[src/core/scc_pkg.sv]
package scc_pkg;

  // ==========================================================================
  // Register numbers of the coprocessor transfer.
  localparam logic [3:0] REG_CONTROL    = 4'h1;
  localparam logic [3:0] REG_CACHEABLE  = 4'h2;
  localparam logic [3:0] REG_BUFFERABLE = 4'h3;
  localparam logic [3:0] REG_PERMISSION = 4'h5;
  localparam logic [3:0] REG_REGION     = 4'h6;
  localparam logic [3:0] REG_CACHE_OPS  = 4'h7;
  localparam logic [3:0] REG_LOCKDOWN   = 4'h9;
  localparam logic [3:0] REG_TEST       = 4'hf;

  // ==========================================================================
  // Secondary register field values for cache maintenance.
  localparam logic [3:0] CRM_FLUSH_I     = 4'h5;
  localparam logic [3:0] CRM_FLUSH_D     = 4'h6;
  localparam logic [3:0] CRM_CLEAN_D     = 4'ha;
  localparam logic [3:0] CRM_PREFETCH_I  = 4'hd;
  localparam logic [3:0] CRM_CLEANFLSH_D = 4'he;

  // ==========================================================================
  // Control word bit positions.
  localparam int CTL_PROT_EN   = 0;
  localparam int CTL_DCACHE_EN = 2;
  localparam int CTL_BIG_END   = 7;
  localparam int CTL_ICACHE_EN = 12;
  localparam int CTL_HIGH_VEC  = 13;
  localparam int CTL_BUS_CLK_N = 30;
  localparam int CTL_FREE_CLK  = 31;
  localparam logic [31:0] CTL_DEFINED_MASK = 32'hc000_3085;
  localparam logic [31:0] CTL_RESET        = 32'h0000_0000;

  // ==========================================================================
  // Vector bases, region fields, cache-op fields and sizes.
  localparam logic [31:0] VEC_BASE_LOW  = 32'h0000_0000;
  localparam logic [31:0] VEC_BASE_HIGH = 32'hffff_0000;
  localparam int          REGION_EN_BIT = 0;
  localparam logic [4:0]  SIZE_MIN_CODE = 5'h0b;
  localparam int          IDX_MSB       = 31;
  localparam int          IDX_LSB       = 26;
  localparam int          SEG_MSB       = 5;
  localparam int          SEG_LSB       = 4;
  localparam int          LOCK_LOAD_BIT = 31;
  localparam int          TEST_D_ROT    = 2;
  localparam int          TEST_I_ROT    = 3;

  // ==========================================================================
  // Clocking modes and access permission codes.
  typedef enum logic [1:0] {
    SCC_CLK_FAST_BUS = 2'b00,
    SCC_CLK_RESERVED = 2'b01,
    SCC_CLK_SYNC     = 2'b10,
    SCC_CLK_FREE_RUNNING_CLOCK_SELECT    = 2'b11
  } scc_clk_mode_t;

  typedef enum logic [1:0] {
    SCC_AP_NONE      = 2'b00,
    SCC_AP_PRIV_ONLY = 2'b01,
    SCC_AP_USER_RO   = 2'b10,
    SCC_AP_FULL      = 2'b11
  } scc_ap_t;

endpackage

[src/core/scc_regs.sv]
`timescale 1ns/1ps
// Notes on behaviour
// - Control bit 0 enables protection, bit 2 data cache, bit 12 instruction cache.
// - Control bit 13 moves vector base from zero to 0xffff0000.
// - Control bits 31:30 select fast-bus, synchronous, reserved or asynchronous clocking.
// - Register 2 opcode_2 0 selects data cacheable, 1 instruction cacheable.
// - Cacheable registers hold eight area bits, reset to zero.
// - Register 3 holds eight data bufferable bits, reset to zero.
// - Register 5 holds two permission bits per area; opcode_2 picks data or instruction.
// - Permission codes: none, privileged only, user read-only, full.
// - Both permission registers reset to zero.
// - Region registers addressed by opcode_2 and secondary field c0 to c7.
// - Region word: base 31:12, unused 11:6, size 5:1, enable bit 0.
// - Reset clears only region enables; base and size stay undefined.
// - Region contents have no effect while protection is disabled.
// - Size code 01011 is 4KB, doubling to 11111 at 4GB; lower reserved.
// - Register 7 is write-only; c5/c6 flush instruction/data cache, whole or entry.
// - Register 7 c10 cleans, c14 cleans and flushes, c13 prefetches; opcode_2 1.
// - Entry operations take index from bits 31:26 and segment from 5:4.
// - Prefetch takes address bits 31:6 and segment from bits 5:4.
// - Register 9 holds data and instruction lockdown words, reset to zero.
// - A lockdown index covers all four segments at once.
// - Test register bits switch each cache to pseudo round-robin; reset zero.
module scc_regs
(
  // Clock and reset.
  input  wire logic        sys_clk_i,
  input  wire logic        reset_i,
  // Coprocessor register transfer.
  input  wire logic        coproc_write_transfer_i,
  input  wire logic        coproc_read_transfer_i,
  input  wire logic [3:0]  reg_num_i,
  input  wire logic [3:0]  secondary_reg_field_i,
  input  wire logic [2:0]  opcode2_i,
  input  wire logic [31:0] wdata_i,
  output logic      [31:0] rdata_o,
  output logic             rvalid_o,
  // Control outputs.
  output logic             prot_en_o,
  output logic             dcache_en_o,
  output logic             icache_en_o,
  output logic             big_endian_o,
  output logic      [31:0] vector_base_o,
  output logic      [1:0]  clock_mode_o,
  // Area attributes.
  output logic      [7:0]  data_cacheable_o,
  output logic      [7:0]  instr_cacheable_o,
  output logic      [7:0]  data_bufferable_o,
  output logic      [15:0] data_perm_o,
  output logic      [15:0] instr_perm_o,
  output logic      [7:0]  data_region_en_o,
  output logic      [7:0]  instr_region_en_o,
  // Lockdown and test.
  output logic      [31:0] data_lockdown_o,
  output logic      [31:0] instr_lockdown_o,
  output logic             data_cache_rotate_test_o,
  output logic             instr_cache_rotate_test_o,
  // Cache maintenance pulses.
  output logic             flush_icache_o,
  output logic             flush_dcache_o,
  output logic             flush_ientry_o,
  output logic             flush_dentry_o,
  output logic             clean_dentry_o,
  output logic             clean_flush_dentry_o,
  output logic             prefetch_iline_o,
  output logic      [5:0]  op_index_o,
  output logic      [1:0]  op_segment_o,
  output logic      [25:0] op_address_o
);

  // ==========================================================================
  // Transfer decode.
  function automatic logic hit(input logic [3:0] r, input logic [3:0] want);
    hit = (r == want);
  endfunction

  logic  sel_d;
  logic  sel_i;
  logic  crm0;
  logic  wr_ctl;
  logic  wr_cache;
  logic  wr_buf;
  logic  wr_perm;
  logic  wr_region;
  logic  wr_op;
  logic  wr_lock;
  logic  wr_test;
  logic  entry_op;
  assign sel_d     = (opcode2_i == 3'h0);
  assign sel_i     = (opcode2_i == 3'h1);
  assign crm0      = (secondary_reg_field_i == 4'h0);
  assign wr_ctl    = coproc_write_transfer_i && hit(reg_num_i, scc_pkg::REG_CONTROL);
  assign wr_cache  = coproc_write_transfer_i && hit(reg_num_i, scc_pkg::REG_CACHEABLE) && crm0;
  assign wr_buf    = coproc_write_transfer_i && hit(reg_num_i, scc_pkg::REG_BUFFERABLE) && crm0;
  assign wr_perm   = coproc_write_transfer_i && hit(reg_num_i, scc_pkg::REG_PERMISSION) && crm0;
  assign wr_region = coproc_write_transfer_i && hit(reg_num_i, scc_pkg::REG_REGION)
                     && !secondary_reg_field_i[3];
  assign wr_op     = coproc_write_transfer_i && hit(reg_num_i, scc_pkg::REG_CACHE_OPS);
  assign wr_lock   = coproc_write_transfer_i && hit(reg_num_i, scc_pkg::REG_LOCKDOWN) && crm0;
  assign wr_test   = coproc_write_transfer_i && hit(reg_num_i, scc_pkg::REG_TEST);
  assign entry_op  = wr_op && sel_i;

  // ==========================================================================
  // Register state.
  logic [31:0] ctl_q;
  logic [7:0]  dcach_q;
  logic [7:0]  icach_q;
  logic [7:0]  dbuf_q;
  logic [15:0] dperm_q;
  logic [15:0] iperm_q;
  logic [31:0] dlock_q;
  logic [31:0] ilock_q;
  logic [1:0]  test_q;
  logic [31:1] dreg_q [8];
  logic [31:1] ireg_q [8];
  logic [7:0]  den_q;
  logic [7:0]  ien_q;
  logic [2:0]  rix;
  assign rix = secondary_reg_field_i[2:0];

  always_ff @(posedge sys_clk_i)
  begin
    if (reset_i)
    begin
      ctl_q   <= scc_pkg::CTL_RESET;
      dcach_q <= 8'h00;
      icach_q <= 8'h00;
      dbuf_q  <= 8'h00;
      dperm_q <= 16'h0000;
      iperm_q <= 16'h0000;
      dlock_q <= 32'h0000_0000;
      ilock_q <= 32'h0000_0000;
      test_q  <= 2'h0;
      den_q   <= 8'h00;
      ien_q   <= 8'h00;
    end
    else
    begin
      if (wr_ctl) ctl_q <= wdata_i & scc_pkg::CTL_DEFINED_MASK;
      if (wr_cache && sel_d) dcach_q <= wdata_i[7:0];
      if (wr_cache && sel_i) icach_q <= wdata_i[7:0];
      if (wr_buf) dbuf_q <= wdata_i[7:0];
      if (wr_perm && sel_d) dperm_q <= wdata_i[15:0];
      if (wr_perm && sel_i) iperm_q <= wdata_i[15:0];
      if (wr_lock && sel_d) dlock_q <= wdata_i;
      if (wr_lock && sel_i) ilock_q <= wdata_i;
      if (wr_test) test_q <= {wdata_i[scc_pkg::TEST_I_ROT], wdata_i[scc_pkg::TEST_D_ROT]};
      if (wr_region && sel_d) den_q[rix] <= wdata_i[scc_pkg::REGION_EN_BIT];
      if (wr_region && sel_i) ien_q[rix] <= wdata_i[scc_pkg::REGION_EN_BIT];
    end
  end

  // Base and size fields carry no reset, as they are undefined after reset.
  always_ff @(posedge sys_clk_i)
  begin
    if (wr_region && sel_d) dreg_q[rix] <= wdata_i[31:1];
    if (wr_region && sel_i) ireg_q[rix] <= wdata_i[31:1];
  end

  // ==========================================================================
  // Read return.
  logic [31:0] rd_d;
  always_comb
  begin
    rd_d = 32'h0000_0000;
    case (reg_num_i)
      scc_pkg::REG_CONTROL:    rd_d = ctl_q;
      scc_pkg::REG_CACHEABLE:  rd_d = {24'h0, sel_i ? icach_q : dcach_q};
      scc_pkg::REG_BUFFERABLE: rd_d = {24'h0, dbuf_q};
      scc_pkg::REG_PERMISSION: rd_d = {16'h0, sel_i ? iperm_q : dperm_q};
      scc_pkg::REG_REGION:     rd_d = sel_i ? {ireg_q[rix], ien_q[rix]}
                                            : {dreg_q[rix], den_q[rix]};
      scc_pkg::REG_LOCKDOWN:   rd_d = sel_i ? ilock_q : dlock_q;
      scc_pkg::REG_TEST:       rd_d = {28'h0, test_q, 2'h0};
      default:                 rd_d = 32'h0000_0000;
    endcase
  end

  always_ff @(posedge sys_clk_i)
  begin
    if (reset_i)
    begin
      rdata_o  <= 32'h0000_0000;
      rvalid_o <= 1'b0;
    end
    else
    begin
      rvalid_o <= coproc_read_transfer_i;
      if (coproc_read_transfer_i) rdata_o <= rd_d;
    end
  end

  // ==========================================================================
  // Registered control and attribute outputs.
  always_ff @(posedge sys_clk_i)
  begin
    if (reset_i)
    begin
      prot_en_o         <= 1'b0;
      dcache_en_o       <= 1'b0;
      icache_en_o       <= 1'b0;
      big_endian_o      <= 1'b0;
      vector_base_o     <= scc_pkg::VEC_BASE_LOW;
      clock_mode_o      <= scc_pkg::SCC_CLK_FAST_BUS;
      data_region_en_o  <= 8'h00;
      instr_region_en_o <= 8'h00;
    end
    else
    begin
      prot_en_o     <= ctl_q[scc_pkg::CTL_PROT_EN];
      dcache_en_o   <= ctl_q[scc_pkg::CTL_DCACHE_EN];
      icache_en_o   <= ctl_q[scc_pkg::CTL_ICACHE_EN];
      big_endian_o  <= ctl_q[scc_pkg::CTL_BIG_END];
      vector_base_o <= ctl_q[scc_pkg::CTL_HIGH_VEC] ? scc_pkg::VEC_BASE_HIGH
                                                    : scc_pkg::VEC_BASE_LOW;
      clock_mode_o  <= {ctl_q[scc_pkg::CTL_BUS_CLK_N], ctl_q[scc_pkg::CTL_FREE_CLK]};
      data_region_en_o  <= ctl_q[scc_pkg::CTL_PROT_EN] ? den_q : 8'h00;
      instr_region_en_o <= ctl_q[scc_pkg::CTL_PROT_EN] ? ien_q : 8'h00;
    end
  end

  always_ff @(posedge sys_clk_i)
  begin
    data_cacheable_o          <= dcach_q;
    instr_cacheable_o         <= icach_q;
    data_bufferable_o         <= dbuf_q;
    data_perm_o               <= dperm_q;
    instr_perm_o              <= iperm_q;
    data_lockdown_o           <= dlock_q;
    instr_lockdown_o          <= ilock_q;
    data_cache_rotate_test_o  <= test_q[0];
    instr_cache_rotate_test_o <= test_q[1];
  end

  // ==========================================================================
  // Cache maintenance pulses, one cycle after the write.
  always_ff @(posedge sys_clk_i)
  begin
    if (reset_i)
    begin
      flush_icache_o       <= 1'b0;
      flush_dcache_o       <= 1'b0;
      flush_ientry_o       <= 1'b0;
      flush_dentry_o       <= 1'b0;
      clean_dentry_o       <= 1'b0;
      clean_flush_dentry_o <= 1'b0;
      prefetch_iline_o     <= 1'b0;
      op_index_o           <= 6'h00;
      op_segment_o         <= 2'h0;
      op_address_o         <= 26'h000_0000;
    end
    else
    begin
      flush_icache_o <= wr_op && sel_d && hit(secondary_reg_field_i, scc_pkg::CRM_FLUSH_I);
      flush_dcache_o <= wr_op && sel_d && hit(secondary_reg_field_i, scc_pkg::CRM_FLUSH_D);
      flush_ientry_o <= entry_op && hit(secondary_reg_field_i, scc_pkg::CRM_FLUSH_I);
      flush_dentry_o <= entry_op && hit(secondary_reg_field_i, scc_pkg::CRM_FLUSH_D);
      clean_dentry_o <= entry_op && hit(secondary_reg_field_i, scc_pkg::CRM_CLEAN_D);
      clean_flush_dentry_o <= entry_op && hit(secondary_reg_field_i, scc_pkg::CRM_CLEANFLSH_D);
      prefetch_iline_o <= entry_op && hit(secondary_reg_field_i, scc_pkg::CRM_PREFETCH_I);
      if (wr_op)
      begin
        op_index_o   <= wdata_i[scc_pkg::IDX_MSB:scc_pkg::IDX_LSB];
        op_segment_o <= wdata_i[scc_pkg::SEG_MSB:scc_pkg::SEG_LSB];
        op_address_o <= wdata_i[31:6];
      end
    end
  end
endmodule

[config.mk]
export PLATFORM = sky130hd
export DESIGN_NAME = scc_regs
export DESIGN_NICKNAME = d
export VERILOG_FILES = /design/src/core/scc_pkg.sv /design/src/core/scc_regs.sv
export SDC_FILE = /design/constraint.sdc
export NUM_CORES = 1
export LEC_CHECK = 0
export ABC_AREA = 1
export BUFFER_PORTS_ARGS = -buffer_cell sky130_fd_sc_hd__buf_4
export CORE_UTILIZATION = 50
export DETAILED_ROUTE_END_ITERATION = 10
export PLACE_DENSITY = 0.76
export SKIP_CTS_REPAIR_TIMING = 1
export SYNTH_ARGS = -nofsm -noshare
export SYNTH_HDL_FRONTEND = slang
export SYNTH_SLANG_ARGS = --single-unit
[constraint.sdc]
create_clock -name sys_clk_i -period 2.8 [get_ports sys_clk_i]
set_input_delay 0.42 -clock sys_clk_i [delete_from_list [all_inputs] [get_ports sys_clk_i]]
set_output_delay 0.42 -clock sys_clk_i [all_outputs]
set_load 0.005 [all_outputs]
== Word level (Yosys, flattened, before mapping) ==
Memory sizes are Yosys's and may differ from the RTL's.
Cells that the tools add are included.
W data, S select, Z words.
Word-level totals
  flip-flop bits (word level): 395
  bits in writable memories: 496
  input bits: 47
  output and inout bits: 250
  logic and storage cells: 112
  memories kept: 2
Operators by class
  $lt $le $gt $ge: 2
  equal/unequal tests: 14
  muxes and demuxes: 18
  bitwise gates (word level): 1
  reduce and logical (&&, ||, !) cells: 35
Memory list
  dreg_q: words 8, bits a word 31, rd ports 1, clocked after memory_dff 0, wr ports 1, RTL line scc_regs.sv:114  | logic [31:1] dreg_q [8];
  ireg_q: words 8, bits a word 31, rd ports 1, clocked after memory_dff 0, wr ports 1, RTL line scc_regs.sv:115  | logic [31:1] ireg_q [8];
Operators by type and width (number)
  $pmux W32 S7: 1
  $mux W32: 3
  $logic_and A1 B1 Y1: 31
  $eq A4 B3 Y1 const B: 5
  $eq A4 B4 Y1 const B: 5
  $bwmux W8: 2
  $mux W16: 1
  $eq A4 B2 Y1 const B: 2
  $mux W8: 1
  $mux W1: 7
  $bmux W1 S3: 2
  $eq A4 B1 Y1 const B: 1
  $logic_not A4 Y1: 1
  $lt A3 B4 Y1 const B: 1
  $demux W1 S3: 1
  $eq A3 B1 Y1 const B: 1
  $ge A3 B1 Y1 const B: 1
  $logic_not A3 Y1: 1
  $reduce_or A2 Y1: 1
  $logic_not A1 Y1: 1
  $not A1 Y1: 1

== Depth between registers and ports, before layout ==
Gate-level depths: netlist of the first run.
  word-level depth: 6
  mapped depth: 13
  gate-level depth less buffers: 12

== Worst setup path after synthesis of the first run ==
Ideal clock, no wire load.
  kind: input to register
  from: in secondary_reg_field_i[0]
  to: mem dreg_q[2][0] (netlist bit), enable pin
  library setup time: 386 ps
  data arrival time: 1893 ps
  data required time: 2414 ps
  path slack: 522 ps
  cell stages on the path: 8
  buffers on the path: 3
  path through: buf_4 > inv_2 > buf_4 > buf_2 > nand2_1 > nor2_1 > nand2_1 > inv_1
RTL lines
  start, declared: RTL line scc_regs.sv:33  | input wire logic [3:0] secondary_reg_field_i,
  end, declared: RTL line scc_regs.sv:114
Straight into the memory's write port.

==> results of run 1 <==
==> logic make-up after synthesis <==
kind of cell	share of synthesized area [%]
simple gates	15.0
flops	67.7
buf+inv	8.20
compound gates	9.08
other cells	0.0115
==> final cells by class <==
class                           count  area (um2)  area share, %
Antenna cell                        3        7.51         0.0196
Clock buffer                      112        2380           6.22
Clock inverter                     35         320          0.836
Inverter                          418        1580           4.13
Multi-Input combinational cell   1763        7930           20.7
Sequential cell                   854       22100           57.6
Tap cell                          855        1070           2.79
Timing Repair Buffer              348        2940           7.68
==> final timing paths <==
path,start,to,slack (ps),cells past startpoint
worst min-delay path,reset_i,prot_en_o,90,2
worst min register to register,dlock_q[31],data_lockdown_o[31],340,0
worst max register to register,dreg_q[7][2],rdata_o[3],1320,9
worst max-delay path,vector_base_o[30],vector_base_o[18],920,1
==> cells in the final DEF, fill, tap and decap left out, types with 3 or more instances in the layout <==
cell | netlist | routed
a21oi_1 | 171 | 171
buf_12 | 0 | 26
buf_4 | 56 | 321
bufinv_16 | 0 | 5
clkbuf_1 | 81 | 14
clkbuf_16 | 0 | 87
clkbuf_8 | 0 | 11
clkinv_1 | 1 | 13
clkinv_2 | 0 | 8
clkinv_4 | 0 | 3
clkinvlp_4 | 0 | 3
conb_1 | 1 | 16
dfxtp_1 | 358 | 358
diode_2 | 0 | 3
edfxtp_1 | 496 | 496
inv_1 | 406 | 404
inv_2 | 9 | 9
inv_4 | 2 | 4
nand2_1 | 541 | 540
nand3_1 | 184 | 184
nand3_2 | 6 | 6
nand4_1 | 37 | 37
nor2_1 | 378 | 378
nor2_4 | 3 | 6
o211ai_1 | 14 | 14
o21ai_0 | 294 | 294
o21ai_1 | 70 | 70
o22ai_1 | 28 | 28
or2_2 | 6 | 6
==> report_power, final <==
part,internal [mW],switching [mW]
registers,13.3,0.0241
clock network,6.41,4.63
logic,0.333,0.921
==> through the flow <==
stage          utilization, %  worst slack [ps]  power [mW]  instance area [um2]  instances
6_report                 59.4               917        25.6                38300       4388
5_1_grt                  59.4               772        26.2                38300       4388
4_1_cts                  59.4               863        25.7                38300       4385
3_5_place_dp             55.2               351        14.8                35600       4238
3_3_place_gp             55.2               421        14.8                35600       4238
2_1_floorplan               -               522        14.2                32600       3245
==> state kept, by name, summed over array words and instances, names as in the netlist, 16 cells and up <==
| register | flops |
|---|---|
| ilock_q | 32 |
| instr_perm_o | 16 |
| data_lockdown_o | 32 |
| instr_lockdown_o | 32 |
| op_address_o | 20 |
| ireg_q | 248 |
| data_perm_o | 16 |
| dlock_q | 32 |
| dreg_q | 248 |
| rdata_o | 32 |
| iperm_q | 16 |
| dperm_q | 16 |
==> layer usage <==
metal	up-vias	track usage (%)
met5	-	0
met2	1221	42.6
met1	11200	34.9
li1	11000	-
met4	2	12.3
met3	217	4.79
==> metrics.txt, run 1 <==
clk_skew=26.0 ps; Std-Cell Core Area=64500 um2; CP endpoint kind=output pin; delay-heaviest family, CP=flip-flops; final worst-path cycle share=67.2%; drt pass-1 iters=6; Critical-path top delay cell=dfxtp_1; clock transition at the registers of the reported paths=70 ps; IO Port Bufs=280; fmax=0.531 GHz; wl on met1=34400 um; CTS Buf Count=79; final global-route overflow total=0; total wire length=88900 um; gate count of the mapped netlist=3230; vias=23700; synth top area cells=edfxtp_1, dfxtp_1, nand2_1; post-DR vias/cell=5.41; yosys warns=0; Die Y=257 um; async set-reset flop share out of synthesis=0%; Post-synth EDFFs=496; Peak VDD IR=0.618 mV; RD Place Congestion=0.909; Max Slew Vio Count=0; metal3 WL=8360 um; Initial DRC Count=2690; met2 WL=42200 um; WS Path Type=reg -> out; CTS Root Cell=clkbuf_16; post-route ant nets=0; dpl hpwl=56000 um; Leakage=15.4 nW; #FFs+latches synth=854; most frequent cell after synthesis=nand2_1; Slew Limit Headroom=52.6%; DRC violations left=0; Worst-Skew Late Latency=630 ps; synthesized area=32600 um2; CTS tree=yes; most frequent cells after synthesis=nand2_1, edfxtp_1, inv_1, nor2_1, dfxtp_1; clock sinks=854; first-pass GRT wire length=132000 um; vias in the first global route=22500; all-layer global routing usage=26.5%; H-tree lvl count=3; # nets final=3511; Worst-Margin Slew=711 ps; Avg Inst Size Synth=10.1 um2; RSZ-0062 raised after global routing=false; antenna violations before repair=4; Worst Path Arrival=1460 ps; Final Setup Violations=0; Filler cells=5130; hold slack final=86.7 ps; Hold WC Path Type=in -> reg; Top Metal Used=met5; worst path bufs/invs=1; synthesis-to-layout area growth=17.5%; Max Cap Violations=0; Synth area leader=edfxtp_1; Die Width=257 um; Req. time, crit path=2380 ps; ys flop type=edfxtp_1; Die ar.=66200 um2; maximum fanout along the worst path=16; Ports=297; worst path cell trace=buf_4; pwr/cell area=669 nW/um2; Synth cell types=32; clock tree buffer depth=3; wire per inst=20.3 um; Worst setup SP type=register; Final Hold Viols=0; run status=complete, no violations; largest net degree at the start of global routing=87; Seq/Total Area, Yosys=67.7%; layout cells sized above 1=14.4%; slowest cell delay on critical path=630 ps; num rows=93; Synth top area share=45.7%; setup_tns=0 ps; Initial Utilization=50.6%; post-layout minimum cycle time=1880 ps
Note: power is estimated with default switching activity, not from simulation.
==> run 2, diff against run 1 <==
==> constraint.sdc (replaced) <==
create_clock -name sys_clk_i -period 1.9 [get_ports sys_clk_i]
set_input_delay 0.285 -clock sys_clk_i [delete_from_list [all_inputs] [get_ports sys_clk_i]]
set_output_delay 0.285 -clock sys_clk_i [all_outputs]
set_load 0.005 [all_outputs]
==> metrics.txt, run 2 (synthesis gave the netlist of run 1 again) <==
reg2reg setup slack=380 ps (-940 ps); final global-route overflow total=0 (unchanged); Post-Place Setup Slack=-344 ps (-695 ps); worst path bufs/invs=1 (unchanged); CTS tree=yes; Hold Path Origin=reset_i; fmax=0.577 GHz; wire per inst=20.8 um (+2.6%); maximum fanout along the worst path=16 (unchanged); final instance area=39600 um2 (+3.5%); biggest regs=dreg_q (248), ireg_q (248); Max Cap Violations=0 (unchanged); RR Startpoint=dperm_q[13]; Worst setup SP type=register; clock transition at the registers of the reported paths=60 ps (about the same); H-tree lvl count=3 (unchanged); RD Place Congestion=0.919 (+1.1%); Die Width=257 um (unchanged); total wire length=93400 um (+5.1%); Req. time, crit path=1620 ps (-760 ps); # nets final=3618 (+3.0%); largest net degree at the start of global routing=71 (-18%); WS Path Type=reg -> out; Slew Limit Headroom=56.7% (+4.2 points); antenna violations before repair=4 (unchanged); pwr/cell area=953 nW/um2 (+42%); vias in the first global route=23500 (+4.1%); RSZ-0062 raised after global routing=false; Ports=297 (unchanged); vias=24700 (+4.3%); CTS Buf Count=82 (+3.8%); clk_skew=24.3 ps (-1.66 ps); dpl hpwl=60800 um (+8.5%); delay-heaviest family, CP=flip-flops; Worst-Skew Late Latency=640 ps (about the same); Cell Area, Placed=36900 um2 (+3.8%); setup_tns=0 ps (unchanged); Initial Utilization=50.6% (unchanged); layout cells sized above 1=17.5% (+3.1 points); Max Slew Vio Count=0 (unchanged); Die Y=257 um (unchanged); Hold WC Path Type=in -> reg; non-filler cells, final=4496 (+2.5%); Die ar.=66200 um2 (unchanged); Final Hold Viols=0 (unchanged); number of cells on the worst reg-to-reg path=6 (-3); CP endpoint kind=output pin; Final WS setup=168 ps (-749 ps); Final Setup Violations=0 (unchanged); Initial DRC Count=3171 (+18%); Placed Cells incl. Taps=4342 (+2.5%); Critical-path top delay cell=dfxtp_1; Crit Reg-Reg Endpoint=rdata_o[13]; Std-Cell Core Area=64500 um2 (unchanged); synthesis-to-layout area growth=21.6%; final worst-path cycle share=91.2%; clock sinks=854 (unchanged); Filler cells=4971 (-3.1%); commonest non-fill, non-tap cells in the layout=nand2_1, edfxtp_1, inv_1; IO Port Bufs=280 (unchanged); Peak VDD IR=0.869 mV (+41%); run status=complete, no violations; post-DR vias/cell=5.50 (+1.8%); worst path cell trace=buf_4; Worst-Margin Slew=642 ps (-68.6 ps); hold depth=2 (unchanged); post-route ant nets=0 (unchanged); CTS Root Cell=clkbuf_16; Worst Hold Path EP=rdata_o[3]; first-pass GRT wire length=140000 um (+5.6%); num rows=93 (unchanged); most common cell after layout, fill and taps aside=nand2_1; Leakage=16.0 nW (+3.5%); all-layer global routing usage=27.8% (+1.4 points); DRC violations left=0 (unchanged); Worst Path Arrival=1450 ps (about the same); post-layout minimum cycle time=1730 ps; drt pass-1 iters=7 (+1); slowest cell delay on critical path=610 ps (-20 ps); clock tree buffer depth=3 (unchanged)
## run 2: changes by cell type in the layout (fill, tap and decap cells not counted), moves of 3 or more
cell and change:
buf_12 +41, buf_4 +63, clkbuf_1 -3, clkinv_2 +10, clkinv_4 -3, clkinvlp_4 +13
inv_1 -14
## run 2: where the power goes
group	switching (mW)	internal, mW
Sequential	0.0342	19.6
Combinational	1.37	0.631
Clock	6.96	9.18
## run 2: per-stage QoR
step / utilization [%] / power [mW] / hold slack, ps
5_1_grt: 61.5 / 38.8 / 11.3
2_1_floorplan: - / 21.0 / 331
3_3_place_gp: 57.3 / 21.9 / 333
6_report: 61.5 / 37.8 / 5.67
3_5_place_dp: 57.3 / 22.0 / 336
4_1_cts: 61.5 / 37.8 / -25.8
## run 2: worst max path at each step
| stage | start | end | slack [ps] | cells after the start |
|---|---|---|---|---|
| final | vector_base_o[30] | vector_base_o[24] | 170 | 1 |
| after global routing | vector_base_o[30] | vector_base_o[24] | 90 | 1 |
| after CTS | vector_base_o[30] | vector_base_o[24] | 120 | 1 |
| after detailed placement | opcode2_i[1] | rdata_o[13] | -340 | 11 |
| after global placement | opcode2_i[1] | rdata_o[13] | -290 | 11 |
| after floorplan | secondary_reg_field_i[2] | dreg_q[4][0] | 2 | 9 |
## run 2: cell type report
cell class	count	area (um2)	area share (%)
multi-input cells	1763	7930	20.0
well taps	855	1070	2.70
flip-flops and latches	854	22100	55.7
diodes	1	2.50	0.00632
clock buffers	111	2360	5.96
inverters	418	1640	4.14
clock inverters	42	318	0.802
repair buffers	452	4240	10.7
## run 2: routing by layer
| layer | wire (um) | vias up | global-route usage [%] |
|---|---|---|---|
| met3 | 8210 | 218 | 4.48 |
| met1 | 36800 | 11900 | 37.0 |
| met5 | 0 | - | 0 |
| met2 | 44800 | 1351 | 45.9 |
| met4 | 3570 | 0 | 10.8 |
| li1 | - | 11300 | - |
